`src/trim_bank_cfg.svh`:
```
// Register indices, field positions and reset values of the converter trim bank
`ifndef TRIM_BANK_CFG_SVH
`define TRIM_BANK_CFG_SVH

// Register indices; byte address is four times the index
`define IDX_CORE_B_TIMING 10'h089
`define IDX_CORE_A_INPUT_A_OFFSET 10'h08A
`define IDX_CORE_A_INPUT_B_OFFSET 10'h08C
`define IDX_CORE_C_INPUT_A_OFFSET 10'h08E
`define IDX_CAL_CONTROL 10'h0A0
`define IDX_CAL_STATUS 10'h0A1

// Calibration control fields
`define CTRL_BACKGROUND_EN_BIT 0
`define CTRL_BACKGROUND_OFFSET_EN_BIT 1
`define CTRL_FOREGROUND_OFFSET_EN_BIT 2
`define CTRL_RESET 3'h0

// Calibration status fields
`define STAT_FOREGROUND_DONE_BIT 0
`define STAT_BACKGROUND_PAUSED_BIT 1
`define STAT_FOREGROUND_BUSY_BIT 2
`define STAT_WRITE_UNSAFE_BIT 3
`define STAT_READ_UNSAFE_BIT 4

// Offset word layout: value in low bits, reserved nibble above
`define OFFSET_VALUE_MSB 11
`define OFFSET_RESERVED_RESET 4'h0
`define STICKY_RESET 1'b0

`endif

```
`src/trim_bank_pkg.sv`:
```
// Shared types of the converter trim bank
package trim_bank_pkg;

  typedef enum logic [1:0] {
    RESP_OKAY = 2'b00,
    RESP_SLVERR = 2'b10
  } resp_type;

  typedef logic [9:0] reg_index_type;
  typedef logic [15:0] offset_word_type;

endpackage

```
`src/trim_word_reg.sv`:
```
// One software-writable trim word, loaded with its factory value at reset
`timescale 1ns/1ps
module trim_word_reg #(
  parameter int WIDTH = 16
) (
  input wire logic clock,
  input wire logic sys_rst,
  input wire logic [WIDTH-1:0] factory_value,
  input wire logic wr_en,
  input wire logic [WIDTH-1:0] wr_data,
  input wire logic [WIDTH-1:0] wr_mask,
  output logic [WIDTH-1:0] value
);

  // Factory load on reset, masked byte update on write
  always_ff @(posedge clock) begin
    if (sys_rst) begin
      value <= factory_value;
    end else if (wr_en) begin
      value <= (value & ~wr_mask) | (wr_data & wr_mask);
    end
  end

endmodule // trim_word_reg

```
`src/axil_slave_port.sv`:
```
// AXI4-Lite slave handshake for the trim bank, one write and one read at a time
`timescale 1ns/1ps
module axil_slave_port (
  input wire logic clock,
  input wire logic sys_rst,
  input wire logic [11:0] s_axi_awaddr,
  input wire logic s_axi_awvalid,
  output logic s_axi_awready,
  input wire logic [31:0] s_axi_wdata,
  input wire logic [3:0] s_axi_wstrb,
  input wire logic s_axi_wvalid,
  output logic s_axi_wready,
  output logic [1:0] s_axi_bresp,
  output logic s_axi_bvalid,
  input wire logic s_axi_bready,
  input wire logic [11:0] s_axi_araddr,
  input wire logic s_axi_arvalid,
  output logic s_axi_arready,
  output logic [31:0] s_axi_rdata,
  output logic [1:0] s_axi_rresp,
  output logic s_axi_rvalid,
  input wire logic s_axi_rready,
  output logic wr_en,
  output trim_bank_pkg::reg_index_type wr_index,
  output logic [31:0] wr_data,
  output logic [3:0] wr_strb,
  input wire logic wr_ok,
  output logic rd_en,
  output trim_bank_pkg::reg_index_type rd_index,
  input wire logic [31:0] rd_data,
  input wire logic rd_ok
);

  // Both halves held and no response pending: commit the write
  assign wr_en = !s_axi_awready && !s_axi_wready && !s_axi_bvalid;
  // Address held and no data pending: sample the read mux
  assign rd_en = !s_axi_arready && !s_axi_rvalid;

  // Write address channel; ready drops while the address is held
  always_ff @(posedge clock) begin
    if (sys_rst) begin
      s_axi_awready <= 1'b1;
      wr_index <= '0;
    end else if (s_axi_awvalid && s_axi_awready) begin
      s_axi_awready <= 1'b0;
      wr_index <= s_axi_awaddr[11:2];
    end else if (s_axi_bvalid && s_axi_bready) begin
      s_axi_awready <= 1'b1;
    end
  end

  // Write data channel, independent of address order
  always_ff @(posedge clock) begin
    if (sys_rst) begin
      s_axi_wready <= 1'b1;
      wr_data <= '0;
      wr_strb <= '0;
    end else if (s_axi_wvalid && s_axi_wready) begin
      s_axi_wready <= 1'b0;
      wr_data <= s_axi_wdata;
      wr_strb <= s_axi_wstrb;
    end else if (s_axi_bvalid && s_axi_bready) begin
      s_axi_wready <= 1'b1;
    end
  end

  // Write response; unmapped index answers with an error
  always_ff @(posedge clock) begin
    if (sys_rst) begin
      s_axi_bvalid <= 1'b0;
      s_axi_bresp <= trim_bank_pkg::RESP_OKAY;
    end else if (wr_en) begin
      s_axi_bvalid <= 1'b1;
      s_axi_bresp <= wr_ok ? trim_bank_pkg::RESP_OKAY : trim_bank_pkg::RESP_SLVERR;
    end else if (s_axi_bready) begin
      s_axi_bvalid <= 1'b0;
    end
  end

  // Read address channel
  always_ff @(posedge clock) begin
    if (sys_rst) begin
      s_axi_arready <= 1'b1;
      rd_index <= '0;
    end else if (s_axi_arvalid && s_axi_arready) begin
      s_axi_arready <= 1'b0;
      rd_index <= s_axi_araddr[11:2];
    end else if (s_axi_rvalid && s_axi_rready) begin
      s_axi_arready <= 1'b1;
    end
  end

  // Read data; unmapped index returns zero with an error
  always_ff @(posedge clock) begin
    if (sys_rst) begin
      s_axi_rvalid <= 1'b0;
      s_axi_rdata <= 32'h0000_0000;
      s_axi_rresp <= trim_bank_pkg::RESP_OKAY;
    end else if (rd_en) begin
      s_axi_rvalid <= 1'b1;
      s_axi_rdata <= rd_ok ? rd_data : 32'h0000_0000;
      s_axi_rresp <= rd_ok ? trim_bank_pkg::RESP_OKAY : trim_bank_pkg::RESP_SLVERR;
    end else if (s_axi_rready) begin
      s_axi_rvalid <= 1'b0;
    end
  end

endmodule // axil_slave_port

```
`src/converter_core_trim_registers.sv`:
```
// Trim register bank for core timing and offset correction of a multi-core converter
//
// What this block does
// - An 8-bit read/write timing trim shifts core B's sampling instant in dual-channel mode.
// - A timing trim reaches only its own core, as set by mode and background cal phase.
// - The core A input A offset trim corrects core A while it samples input A.
// - A separate core A input B offset trim is used only while core A samples input B.
// - The core C input A offset trim is used only while core C samples input A.
// - Each offset trim is a 12-bit unsigned value in the low bits, upper four reserved.
// - After reset each trim reads its factory value and software writes replace it.
//
// Chosen here: register access over AXI4-Lite.
`timescale 1ns/1ps
`include "trim_bank_cfg.svh"
module converter_core_trim_registers (
  input wire logic clock,
  input wire logic sys_rst,
  input wire logic [11:0] s_axi_awaddr,
  input wire logic s_axi_awvalid,
  output logic s_axi_awready,
  input wire logic [31:0] s_axi_wdata,
  input wire logic [3:0] s_axi_wstrb,
  input wire logic s_axi_wvalid,
  output logic s_axi_wready,
  output logic [1:0] s_axi_bresp,
  output logic s_axi_bvalid,
  input wire logic s_axi_bready,
  input wire logic [11:0] s_axi_araddr,
  input wire logic s_axi_arvalid,
  output logic s_axi_arready,
  output logic [31:0] s_axi_rdata,
  output logic [1:0] s_axi_rresp,
  output logic s_axi_rvalid,
  input wire logic s_axi_rready,
  input wire logic [7:0] factory_core_b_timing_trim,
  input wire logic [11:0] factory_core_a_input_a_offset,
  input wire logic [11:0] factory_core_a_input_b_offset,
  input wire logic [11:0] factory_core_c_input_a_offset,
  input wire logic dual_channel_mode,
  input wire logic core_c_stands_in_for_b,
  input wire logic core_a_on_analog_input_b,
  input wire logic core_c_on_analog_input_b,
  input wire logic foreground_cal_busy,
  input wire logic foreground_cal_complete_flag,
  input wire logic background_cal_paused_flag,
  output logic background_cal_enable,
  output logic background_offset_cal_enable,
  output logic foreground_offset_cal_enable,
  output logic [7:0] core_b_timing_adjust_r,
  output logic core_b_timing_apply_r,
  output logic [11:0] core_a_offset_r,
  output logic [11:0] core_c_offset_r,
  output logic core_c_offset_valid_r
);

  logic wr_en;
  trim_bank_pkg::reg_index_type wr_index;
  logic [31:0] wr_data;
  logic [3:0] wr_strb;
  logic wr_ok;
  logic rd_en;
  trim_bank_pkg::reg_index_type rd_index;
  logic [31:0] rd_data;
  logic rd_ok;
  logic [15:0] wr_mask16;
  logic [7:0] timing_trim_r;
  trim_bank_pkg::offset_word_type a_input_a_r;
  trim_bank_pkg::offset_word_type a_input_b_r;
  trim_bank_pkg::offset_word_type c_input_a_r;
  logic [4:0] status_word;
  logic write_unsafe_r;
  logic read_unsafe_r;
  logic offset_wr;
  logic offset_rd;
  logic write_unsafe_now;
  logic read_unsafe_now;
  logic sticky_clear_wr;

  // Bus slave
  axil_slave_port bus (
    .clock(clock),
    .sys_rst(sys_rst),
    .s_axi_awaddr(s_axi_awaddr),
    .s_axi_awvalid(s_axi_awvalid),
    .s_axi_awready(s_axi_awready),
    .s_axi_wdata(s_axi_wdata),
    .s_axi_wstrb(s_axi_wstrb),
    .s_axi_wvalid(s_axi_wvalid),
    .s_axi_wready(s_axi_wready),
    .s_axi_bresp(s_axi_bresp),
    .s_axi_bvalid(s_axi_bvalid),
    .s_axi_bready(s_axi_bready),
    .s_axi_araddr(s_axi_araddr),
    .s_axi_arvalid(s_axi_arvalid),
    .s_axi_arready(s_axi_arready),
    .s_axi_rdata(s_axi_rdata),
    .s_axi_rresp(s_axi_rresp),
    .s_axi_rvalid(s_axi_rvalid),
    .s_axi_rready(s_axi_rready),
    .wr_en(wr_en),
    .wr_index(wr_index),
    .wr_data(wr_data),
    .wr_strb(wr_strb),
    .wr_ok(wr_ok),
    .rd_en(rd_en),
    .rd_index(rd_index),
    .rd_data(rd_data),
    .rd_ok(rd_ok)
  );

  // Address decode for both directions
  always_comb begin
    wr_ok = (wr_index == `IDX_CORE_B_TIMING) || (wr_index == `IDX_CORE_A_INPUT_A_OFFSET) ||
            (wr_index == `IDX_CORE_A_INPUT_B_OFFSET) || (wr_index == `IDX_CORE_C_INPUT_A_OFFSET) ||
            (wr_index == `IDX_CAL_CONTROL) || (wr_index == `IDX_CAL_STATUS);
    rd_ok = (rd_index == `IDX_CORE_B_TIMING) || (rd_index == `IDX_CORE_A_INPUT_A_OFFSET) ||
            (rd_index == `IDX_CORE_A_INPUT_B_OFFSET) || (rd_index == `IDX_CORE_C_INPUT_A_OFFSET) ||
            (rd_index == `IDX_CAL_CONTROL) || (rd_index == `IDX_CAL_STATUS);
  end

  // Byte lanes 0 and 1 only; upper lanes have no storage
  assign wr_mask16 = {{8{wr_strb[1]}}, {8{wr_strb[0]}}};

  // Core B dual-channel timing trim
  trim_word_reg #(.WIDTH(8)) timing_b (
    .clock(clock),
    .sys_rst(sys_rst),
    .factory_value(factory_core_b_timing_trim),
    .wr_en(wr_en && wr_index == `IDX_CORE_B_TIMING),
    .wr_data(wr_data[7:0]),
    .wr_mask(wr_mask16[7:0]),
    .value(timing_trim_r)
  );

  // Offset trims: reserved nibble resets to zero, value to factory trim
  trim_word_reg #(.WIDTH(16)) offset_a_input_a (
    .clock(clock),
    .sys_rst(sys_rst),
    .factory_value({`OFFSET_RESERVED_RESET, factory_core_a_input_a_offset}),
    .wr_en(wr_en && wr_index == `IDX_CORE_A_INPUT_A_OFFSET),
    .wr_data(wr_data[15:0]),
    .wr_mask(wr_mask16),
    .value(a_input_a_r)
  );

  trim_word_reg #(.WIDTH(16)) offset_a_input_b (
    .clock(clock),
    .sys_rst(sys_rst),
    .factory_value({`OFFSET_RESERVED_RESET, factory_core_a_input_b_offset}),
    .wr_en(wr_en && wr_index == `IDX_CORE_A_INPUT_B_OFFSET),
    .wr_data(wr_data[15:0]),
    .wr_mask(wr_mask16),
    .value(a_input_b_r)
  );

  trim_word_reg #(.WIDTH(16)) offset_c_input_a (
    .clock(clock),
    .sys_rst(sys_rst),
    .factory_value({`OFFSET_RESERVED_RESET, factory_core_c_input_a_offset}),
    .wr_en(wr_en && wr_index == `IDX_CORE_C_INPUT_A_OFFSET),
    .wr_data(wr_data[15:0]),
    .wr_mask(wr_mask16),
    .value(c_input_a_r)
  );

  // Calibration control register
  always_ff @(posedge clock) begin
    if (sys_rst) begin
      {foreground_offset_cal_enable, background_offset_cal_enable, background_cal_enable} <=
        `CTRL_RESET;
    end else if (wr_en && wr_index == `IDX_CAL_CONTROL && wr_strb[0]) begin
      background_cal_enable <= wr_data[`CTRL_BACKGROUND_EN_BIT];
      background_offset_cal_enable <= wr_data[`CTRL_BACKGROUND_OFFSET_EN_BIT];
      foreground_offset_cal_enable <= wr_data[`CTRL_FOREGROUND_OFFSET_EN_BIT];
    end
  end

  // Core B timing trim steered by mode and background phase
  always_ff @(posedge clock) begin
    if (sys_rst) begin
      core_b_timing_adjust_r <= 8'h00;
      core_b_timing_apply_r <= 1'b0;
    end else begin
      core_b_timing_adjust_r <= timing_trim_r;
      core_b_timing_apply_r <= dual_channel_mode && !core_c_stands_in_for_b;
    end
  end

  // Core A offset picked by its analog input
  always_ff @(posedge clock) begin
    if (sys_rst) begin
      core_a_offset_r <= 12'h000;
    end else if (core_a_on_analog_input_b) begin
      core_a_offset_r <= a_input_b_r[`OFFSET_VALUE_MSB:0];
    end else begin
      core_a_offset_r <= a_input_a_r[`OFFSET_VALUE_MSB:0];
    end
  end

  // Core C offset valid only on analog input A
  always_ff @(posedge clock) begin
    if (sys_rst) begin
      core_c_offset_r <= 12'h000;
      core_c_offset_valid_r <= 1'b0;
    end else begin
      core_c_offset_r <= c_input_a_r[`OFFSET_VALUE_MSB:0];
      core_c_offset_valid_r <= !core_c_on_analog_input_b;
    end
  end

  // Offset accesses made while calibration owns the trims
  assign offset_wr = wr_en && ((wr_index == `IDX_CORE_A_INPUT_A_OFFSET) ||
                     (wr_index == `IDX_CORE_A_INPUT_B_OFFSET) ||
                     (wr_index == `IDX_CORE_C_INPUT_A_OFFSET));
  assign offset_rd = rd_en && ((rd_index == `IDX_CORE_A_INPUT_A_OFFSET) ||
                     (rd_index == `IDX_CORE_A_INPUT_B_OFFSET) ||
                     (rd_index == `IDX_CORE_C_INPUT_A_OFFSET));
  assign write_unsafe_now = offset_wr && (foreground_cal_busy ||
                            (background_cal_enable && background_offset_cal_enable));
  assign read_unsafe_now = offset_rd &&
    ((foreground_offset_cal_enable && !background_offset_cal_enable &&
      !foreground_cal_complete_flag) ||
     (background_cal_enable && background_offset_cal_enable &&
      !background_cal_paused_flag));
  assign sticky_clear_wr = wr_en && wr_index == `IDX_CAL_STATUS && wr_strb[0];

  // Sticky misuse flags, write one to clear, a new event wins
  always_ff @(posedge clock) begin
    if (sys_rst) begin
      write_unsafe_r <= `STICKY_RESET;
    end else if (write_unsafe_now) begin
      write_unsafe_r <= 1'b1;
    end else if (sticky_clear_wr && wr_data[`STAT_WRITE_UNSAFE_BIT]) begin
      write_unsafe_r <= 1'b0;
    end
  end

  always_ff @(posedge clock) begin
    if (sys_rst) begin
      read_unsafe_r <= `STICKY_RESET;
    end else if (read_unsafe_now) begin
      read_unsafe_r <= 1'b1;
    end else if (sticky_clear_wr && wr_data[`STAT_READ_UNSAFE_BIT]) begin
      read_unsafe_r <= 1'b0;
    end
  end

  // Status word and read mux; unused upper bits read zero
  always_comb begin
    status_word = 5'h00;
    status_word[`STAT_FOREGROUND_DONE_BIT] = foreground_cal_complete_flag;
    status_word[`STAT_BACKGROUND_PAUSED_BIT] = background_cal_paused_flag;
    status_word[`STAT_FOREGROUND_BUSY_BIT] = foreground_cal_busy;
    status_word[`STAT_WRITE_UNSAFE_BIT] = write_unsafe_r;
    status_word[`STAT_READ_UNSAFE_BIT] = read_unsafe_r;
    case (rd_index)
      `IDX_CORE_B_TIMING: rd_data = {24'h00_0000, timing_trim_r};
      `IDX_CORE_A_INPUT_A_OFFSET: rd_data = {16'h0000, a_input_a_r};
      `IDX_CORE_A_INPUT_B_OFFSET: rd_data = {16'h0000, a_input_b_r};
      `IDX_CORE_C_INPUT_A_OFFSET: rd_data = {16'h0000, c_input_a_r};
      `IDX_CAL_CONTROL: rd_data = {29'h0000_0000, foreground_offset_cal_enable,
                                   background_offset_cal_enable, background_cal_enable};
      `IDX_CAL_STATUS: rd_data = {27'h000_0000, status_word};
      default: rd_data = 32'h0000_0000;
    endcase
  end
endmodule // converter_core_trim_registers

```
`config.mk`:
```
export PLATFORM = sky130hd
export DESIGN_NAME = converter_core_trim_registers
export DESIGN_NICKNAME = d
export VERILOG_FILES = /design/src/trim_bank_pkg.sv /design/src/trim_word_reg.sv /design/src/axil_slave_port.sv /design/src/converter_core_trim_registers.sv
export VERILOG_INCLUDE_DIRS = /design/src
export SDC_FILE = /design/constraint.sdc
export NUM_CORES = 1
export LEC_CHECK = 0
export BUFFER_PORTS_ARGS = -buffer_cell sky130_fd_sc_hd__buf_2
export CAP_MARGIN = 30
export CORE_ASPECT_RATIO = 1.4
export CORE_MARGIN = 2
export CORE_UTILIZATION = 50
export CTS_BUF_LIST = sky130_fd_sc_hd__clkbuf_8 sky130_fd_sc_hd__clkbuf_16
export DETAILED_ROUTE_END_ITERATION = 6
export GPL_ROUTABILITY_DRIVEN = 0
export PLACE_DENSITY = 0.8
export SYNTH_ARGS = -nofsm -noshare
export SYNTH_HDL_FRONTEND = slang
export SYNTH_HIERARCHICAL = 1
export SYNTH_SLANG_ARGS = --single-unit
```
`constraint.sdc`:
```
create_clock -name clock -period 2.1 [get_ports clock]
set_input_delay 0.42 -clock clock [delete_from_list [all_inputs] [get_ports clock]]
set_output_delay 0.42 -clock clock [all_outputs]
set_load 0.02 [all_outputs]
```
# ---- Yosys cells after proc, flatten, opt, wreduce, memory -nomap -nowiden
# Cells that the tools add are included.
dict set report word_totals {
  ff_bits 174
  latch_bits 0
  ramBits 0
  mem_bits_ro 0
  input_bits 118
  out_inout_bits 78
  word_cells 143
  n_memories 0
}
dict set report classes {
  n_addsub 0
  multipliers 0
  n_div 0
  order_cmp 0
  eq_ne 12
  n_shift 0
  n_mux 26
  bitwise 12
  reduce_logical 64
}
# op count
set ops {}
lappend ops {{10-bit by 8-bit == test with 1-bit output (second input constant)} 12}
lappend ops {{16-bit one-hot mux with 6 select lines} 1}
lappend ops {{12-bit two-way mux} 7}
lappend ops {{16-bit AND} 4}
lappend ops {{16-bit bitwise OR} 3}
lappend ops {{1-bit logical AND} 27}
lappend ops {{2-bit nonzero test} 11}
lappend ops {{8-bit AND} 2}
lappend ops {{1-bit logical OR} 16}
lappend ops {{16-bit two-way mux} 1}
lappend ops {{8-bit two-way mux} 2}
lappend ops {{16-bit inverter} 1}
lappend ops {{1-bit two-way mux} 13}
lappend ops {{1-bit zero test} 10}
lappend ops {{8-bit inverter} 1}
lappend ops {{8-bit bitwise OR} 1}
lappend ops {{2-bit two-way mux} 2}

# ---- Longest topological paths before layout
dict set report depth {
  ltp_word 8
  depth_mapped 8
  ltp_nobuf 6
}

# ---- Hierarchy
# The synthesis kept the hierarchy.
# mod instances cells_per_inst area_per_inst_um2 seq_area_each_um2
set by_module_without_submodules {}
lappend by_module_without_submodules {axil_slave_port 1 437 4111.4 1901.8}
lappend by_module_without_submodules {{trim_word_reg at offset_a_input_a ...} 3 87 845.8 480.5}
lappend by_module_without_submodules {converter_core_trim_registers 1 219 1926.8 780.7}
lappend by_module_without_submodules {{trim_word_reg at timing_b} 1 43 431.7 240.2}

# ---- Least setup slack after synthesis
# No wires, ideal clock.
dict set report synth_timing {
  kind {register to register}
  start {register bus.s_axi_bvalid}
  end {register with a tool-made name}
  setup_time_ns 0.294
  arrival_time_ns 1.872
  required_time_ns 1.806
  slack_ns -0.066
  stages_incl_launch_ff 9
  path_buffers 2
  synth_period_minus_slack_ns 2.166
  cell_sequence {dfxtp_1 > or3_1 > inv_1 > nor3b_1 > nand4_1 > nor3_1 > clkbuf_2 > buf_4 > a21o_1}
}
# element line_no
set synth_rtl {}
lappend synth_rtl {{from (decl)} axil_slave_port.sv:14} ;# output logic s_axi_bvalid,
lappend synth_rtl {{from (signal assigned)} axil_slave_port.sv:70} ;# s_axi_bvalid <= 1'b0;
lappend synth_rtl {{from (signal assigned)} axil_slave_port.sv:73} ;# s_axi_bvalid <= 1'b1;
lappend synth_rtl {{from (signal assigned)} axil_slave_port.sv:76} ;# s_axi_bvalid <= 1'b0;

==> out/metrics.json <==
{
  "cts": {
    "hold_buffers": 0,
    "worst_setup_hold_path_clk_slew_ps": 60,
    "cell_at_the_root_of_the_clock_tree": "sky130_fd_sc_hd__clkbuf_16",
    "clock_latency_ps": 420,
    "numClockSinks": 172,
    "cts_buffers": 17,
    "ctsLongestPathBuffers": 2,
    "tritoncts": "yes",
    "cts_h_tree_depth": 4
  },
  "setup_path": {
    "worst_ep_required_time_ps": 2240,
    "critical_path.max_stage_delay_ps": 400,
    "rr_worst_depth": 8,
    "crit_arrival_ps": 2180,
    "timing.critical_path.from_type": "flop",
    "crit_slowest_cell": "sky130_fd_sc_hd__or3_4",
    "critical_path_class": "flop to flop",
    "worstSetupEndpointType": "flop",
    "critPathMaxFanout": 16,
    "cp_cell_sequence": "or3_4, inv_2, nor3b_4, nand4_1, buf_4, nor3_4, buf_6, a21o_1"
  },
  "drt": {
    "totalWireLength_um": 20100,
    "drt-wirelength-per-cell_um": 15.9,
    "drtAntennaViolNets": 0,
    "route.detailed.drc": 0,
    "drt_first_iter_violations": 548,
    "via_count": 6822,
    "vias_per_cell": 5.40,
    "drt_first_pass_iters": 6
  },
  "sta": {
    "finalHoldViolCount": 0,
    "final_max_slew_viol_count": 0,
    "timing.slew.headroom_pct": 47.1,
    "finalSetupTns_ps": 0,
    "clock-skew-final_ps": 5.77,
    "layout_worst_path_cycle_share_pct": 97.3,
    "fmax_mhz": 490,
    "tightest_slew_ps": 783,
    "final_period_minus_worst_setup_slack_ps": 2040,
    "finalSetupViolCount": 0,
    "setup_repair_after_global_routing_missed_its_margin": "true"
  },
  "layout": {
    "drive_above_1_share_pct": 27.7,
    "final_design_area_no_fill_mm2": 0.0100,
    "finalNetCount": 1169,
    "total_area_of_multi_input_combinational_cells_mm2": 0.00392,
    "register_area_mm2": 0.00401,
    "finalCoreUtilization_pct": 61.8,
    "synthToLayoutAreaGrowth_pct": 21.0,
    "antennaDiodeCount": 0,
    "filler_cell_count": 1414
  },
  "global_route": {
    "grt.met2_usage_pct": 38.3,
    "busiest_layer": "met2",
    "grt.total_usage_pct": 23.0,
    "global_route.overflow_total": 0,
    "first_global_vias": 6460,
    "grt_start_max_net_pins": 85,
    "grt_use_met3_pct": 4.20,
    "antenna_found_initial": 0,
    "global_route.usage.met1_pct": 28.6,
    "grt_pass1_wl_um": 32500
  },
  "logic_synthesis": {
    "summed_instance_area_of_the_synthesized_netlist_mm2": 0.00827,
    "yosysWarnings": 6,
    "synth_area_per_cell_um2": 9.36,
    "synthCells": 883
  },
  "pwr": {
    "proportion_of_total_power_due_to_net_switching_pct": 24.9,
    "total_leakage_power_uw": 0.00432,
    "power_density_mw_per_mm2": 765,
    "design_power_total_uw": 7640,
    "ir_drop_v": 0.000626,
    "power.internal_uw": 5740,
    "power.share.sequential_pct": 49.0,
    "net-switching-power_uw": 1910,
    "comb_power_share_pct": 11.2,
    "clkPwrFrac_pct": 39.8
  },
  "floorplan": {
    "floorplan.rows": 55,
    "initial_core_util_pct": 51.1,
    "die-height_um": 156,
    "floorplan.die_area_mm2": 0.0176,
    "die_width_um": 113,
    "design.core.area_mm2": 0.0162,
    "ios": 196
  },
  "worst_hold_path": {
    "whs_path_depth": 2,
    "path_type_of_the_worst_min_delay_path": "input pin to flop"
  },
  "run_status": {
    "outcome": "completed"
  },
  "place": {
    "placement.io_buffers": 171,
    "dpl.hpwl_um": 14200,
    "placed_area_mm2": 0.00934
  },
  "run": {
    "max_cap_viol_count": 0
  }
}
## cell type report
cell class                 instances  area share [%]
clock buffer                      18            4.39
clock inverter                    14            1.30
inverter                          10           0.375
multi-input combinational        643            39.2
sequential                       172            40.1
tap                              199            2.49
timing repair buffer             207            12.1
## per-layer routing
layer  vias to the layer above  wire [um]
li1                       3455          -
met1                      3101       8580
met2                       225       9800
met3                        41       1010
met4                         0        700
met5                         -          0
## per-stage QoR
step | std cells | hold WS, ps | setup slack, ps
floorplan | 911 | 450 | 1.08
global placement | 1226 | 455 | 67.8
detailed placement | 1226 | 462 | 2.23
CTS | 1259 | 134 | 14.9
global route | 1263 | 134 | -32.2
finish | 1263 | 144 | 57.3
## repair_timing
action / CTS / global route
gates cloned: 0 / 1
setup buffers: 1 / 3
endpoints found under the setup margin: 17 / 62
gates resized for setup: 1 / 14
pin swaps: 1 / 3
## layout by cell type (no fill, tap or decap), drive strengths merged, types with 2 or more instances in the layout
cell type and instances:
nor4b 3, clkinv 7, nor3 5, a21o 62, inv 12, nand4 6, nand3 40, a211oi 2
dfxtp 116, nor3b 3, nand2b 4, a22oi 11, nor4 4, mux2i 20, conb 30, clkinvlp 3
a32oi 2, o221ai 5, clkbuf 19, edfxtp 56, nand2 136, o21ai 93, buf 206, nand4bb 32
bufinv 2, mux2 3, nor2 28, nor2b 22, a222oi 2, a21oi 74, or3 3, a21bo 38
## worst paths after layout
kind / start / end / slack (ps)
hold reg to reg: bus/s_axi_rdata[18]$_SDFFE_PP0P_ / bus/s_axi_rdata[18]$_SDFFE_PP0P_ / 470
hold / removal: core_c_on_analog_input_b / core_c_offset_valid_r$_SDFF_PP0_ / 140
setup reg to reg: bus/s_axi_bvalid$_SDFFE_PP0P_ / flop / 60
setup / recovery: bus/s_axi_bvalid$_SDFFE_PP0P_ / flop / 60
## critical path, delay by kind of cell (launching register included)
family,cells,cell delay (ps)
flops,1,320
buf+inv,3,440
simple gates,4,840
compound gates,1,170
## power groups by stage
stage / clock, uW / combinational [uW] / sequential, uW
after global placement: 0 / 832 / 3800
after detailed placement: 0 / 847 / 3810
after global routing: 3190 / 946 / 3760
after CTS: 3070 / 849 / 3740
final: 3040 / 859 / 3740
after floorplan: 0 / 541 / 3830
Power figures use the tool's default switching activity.
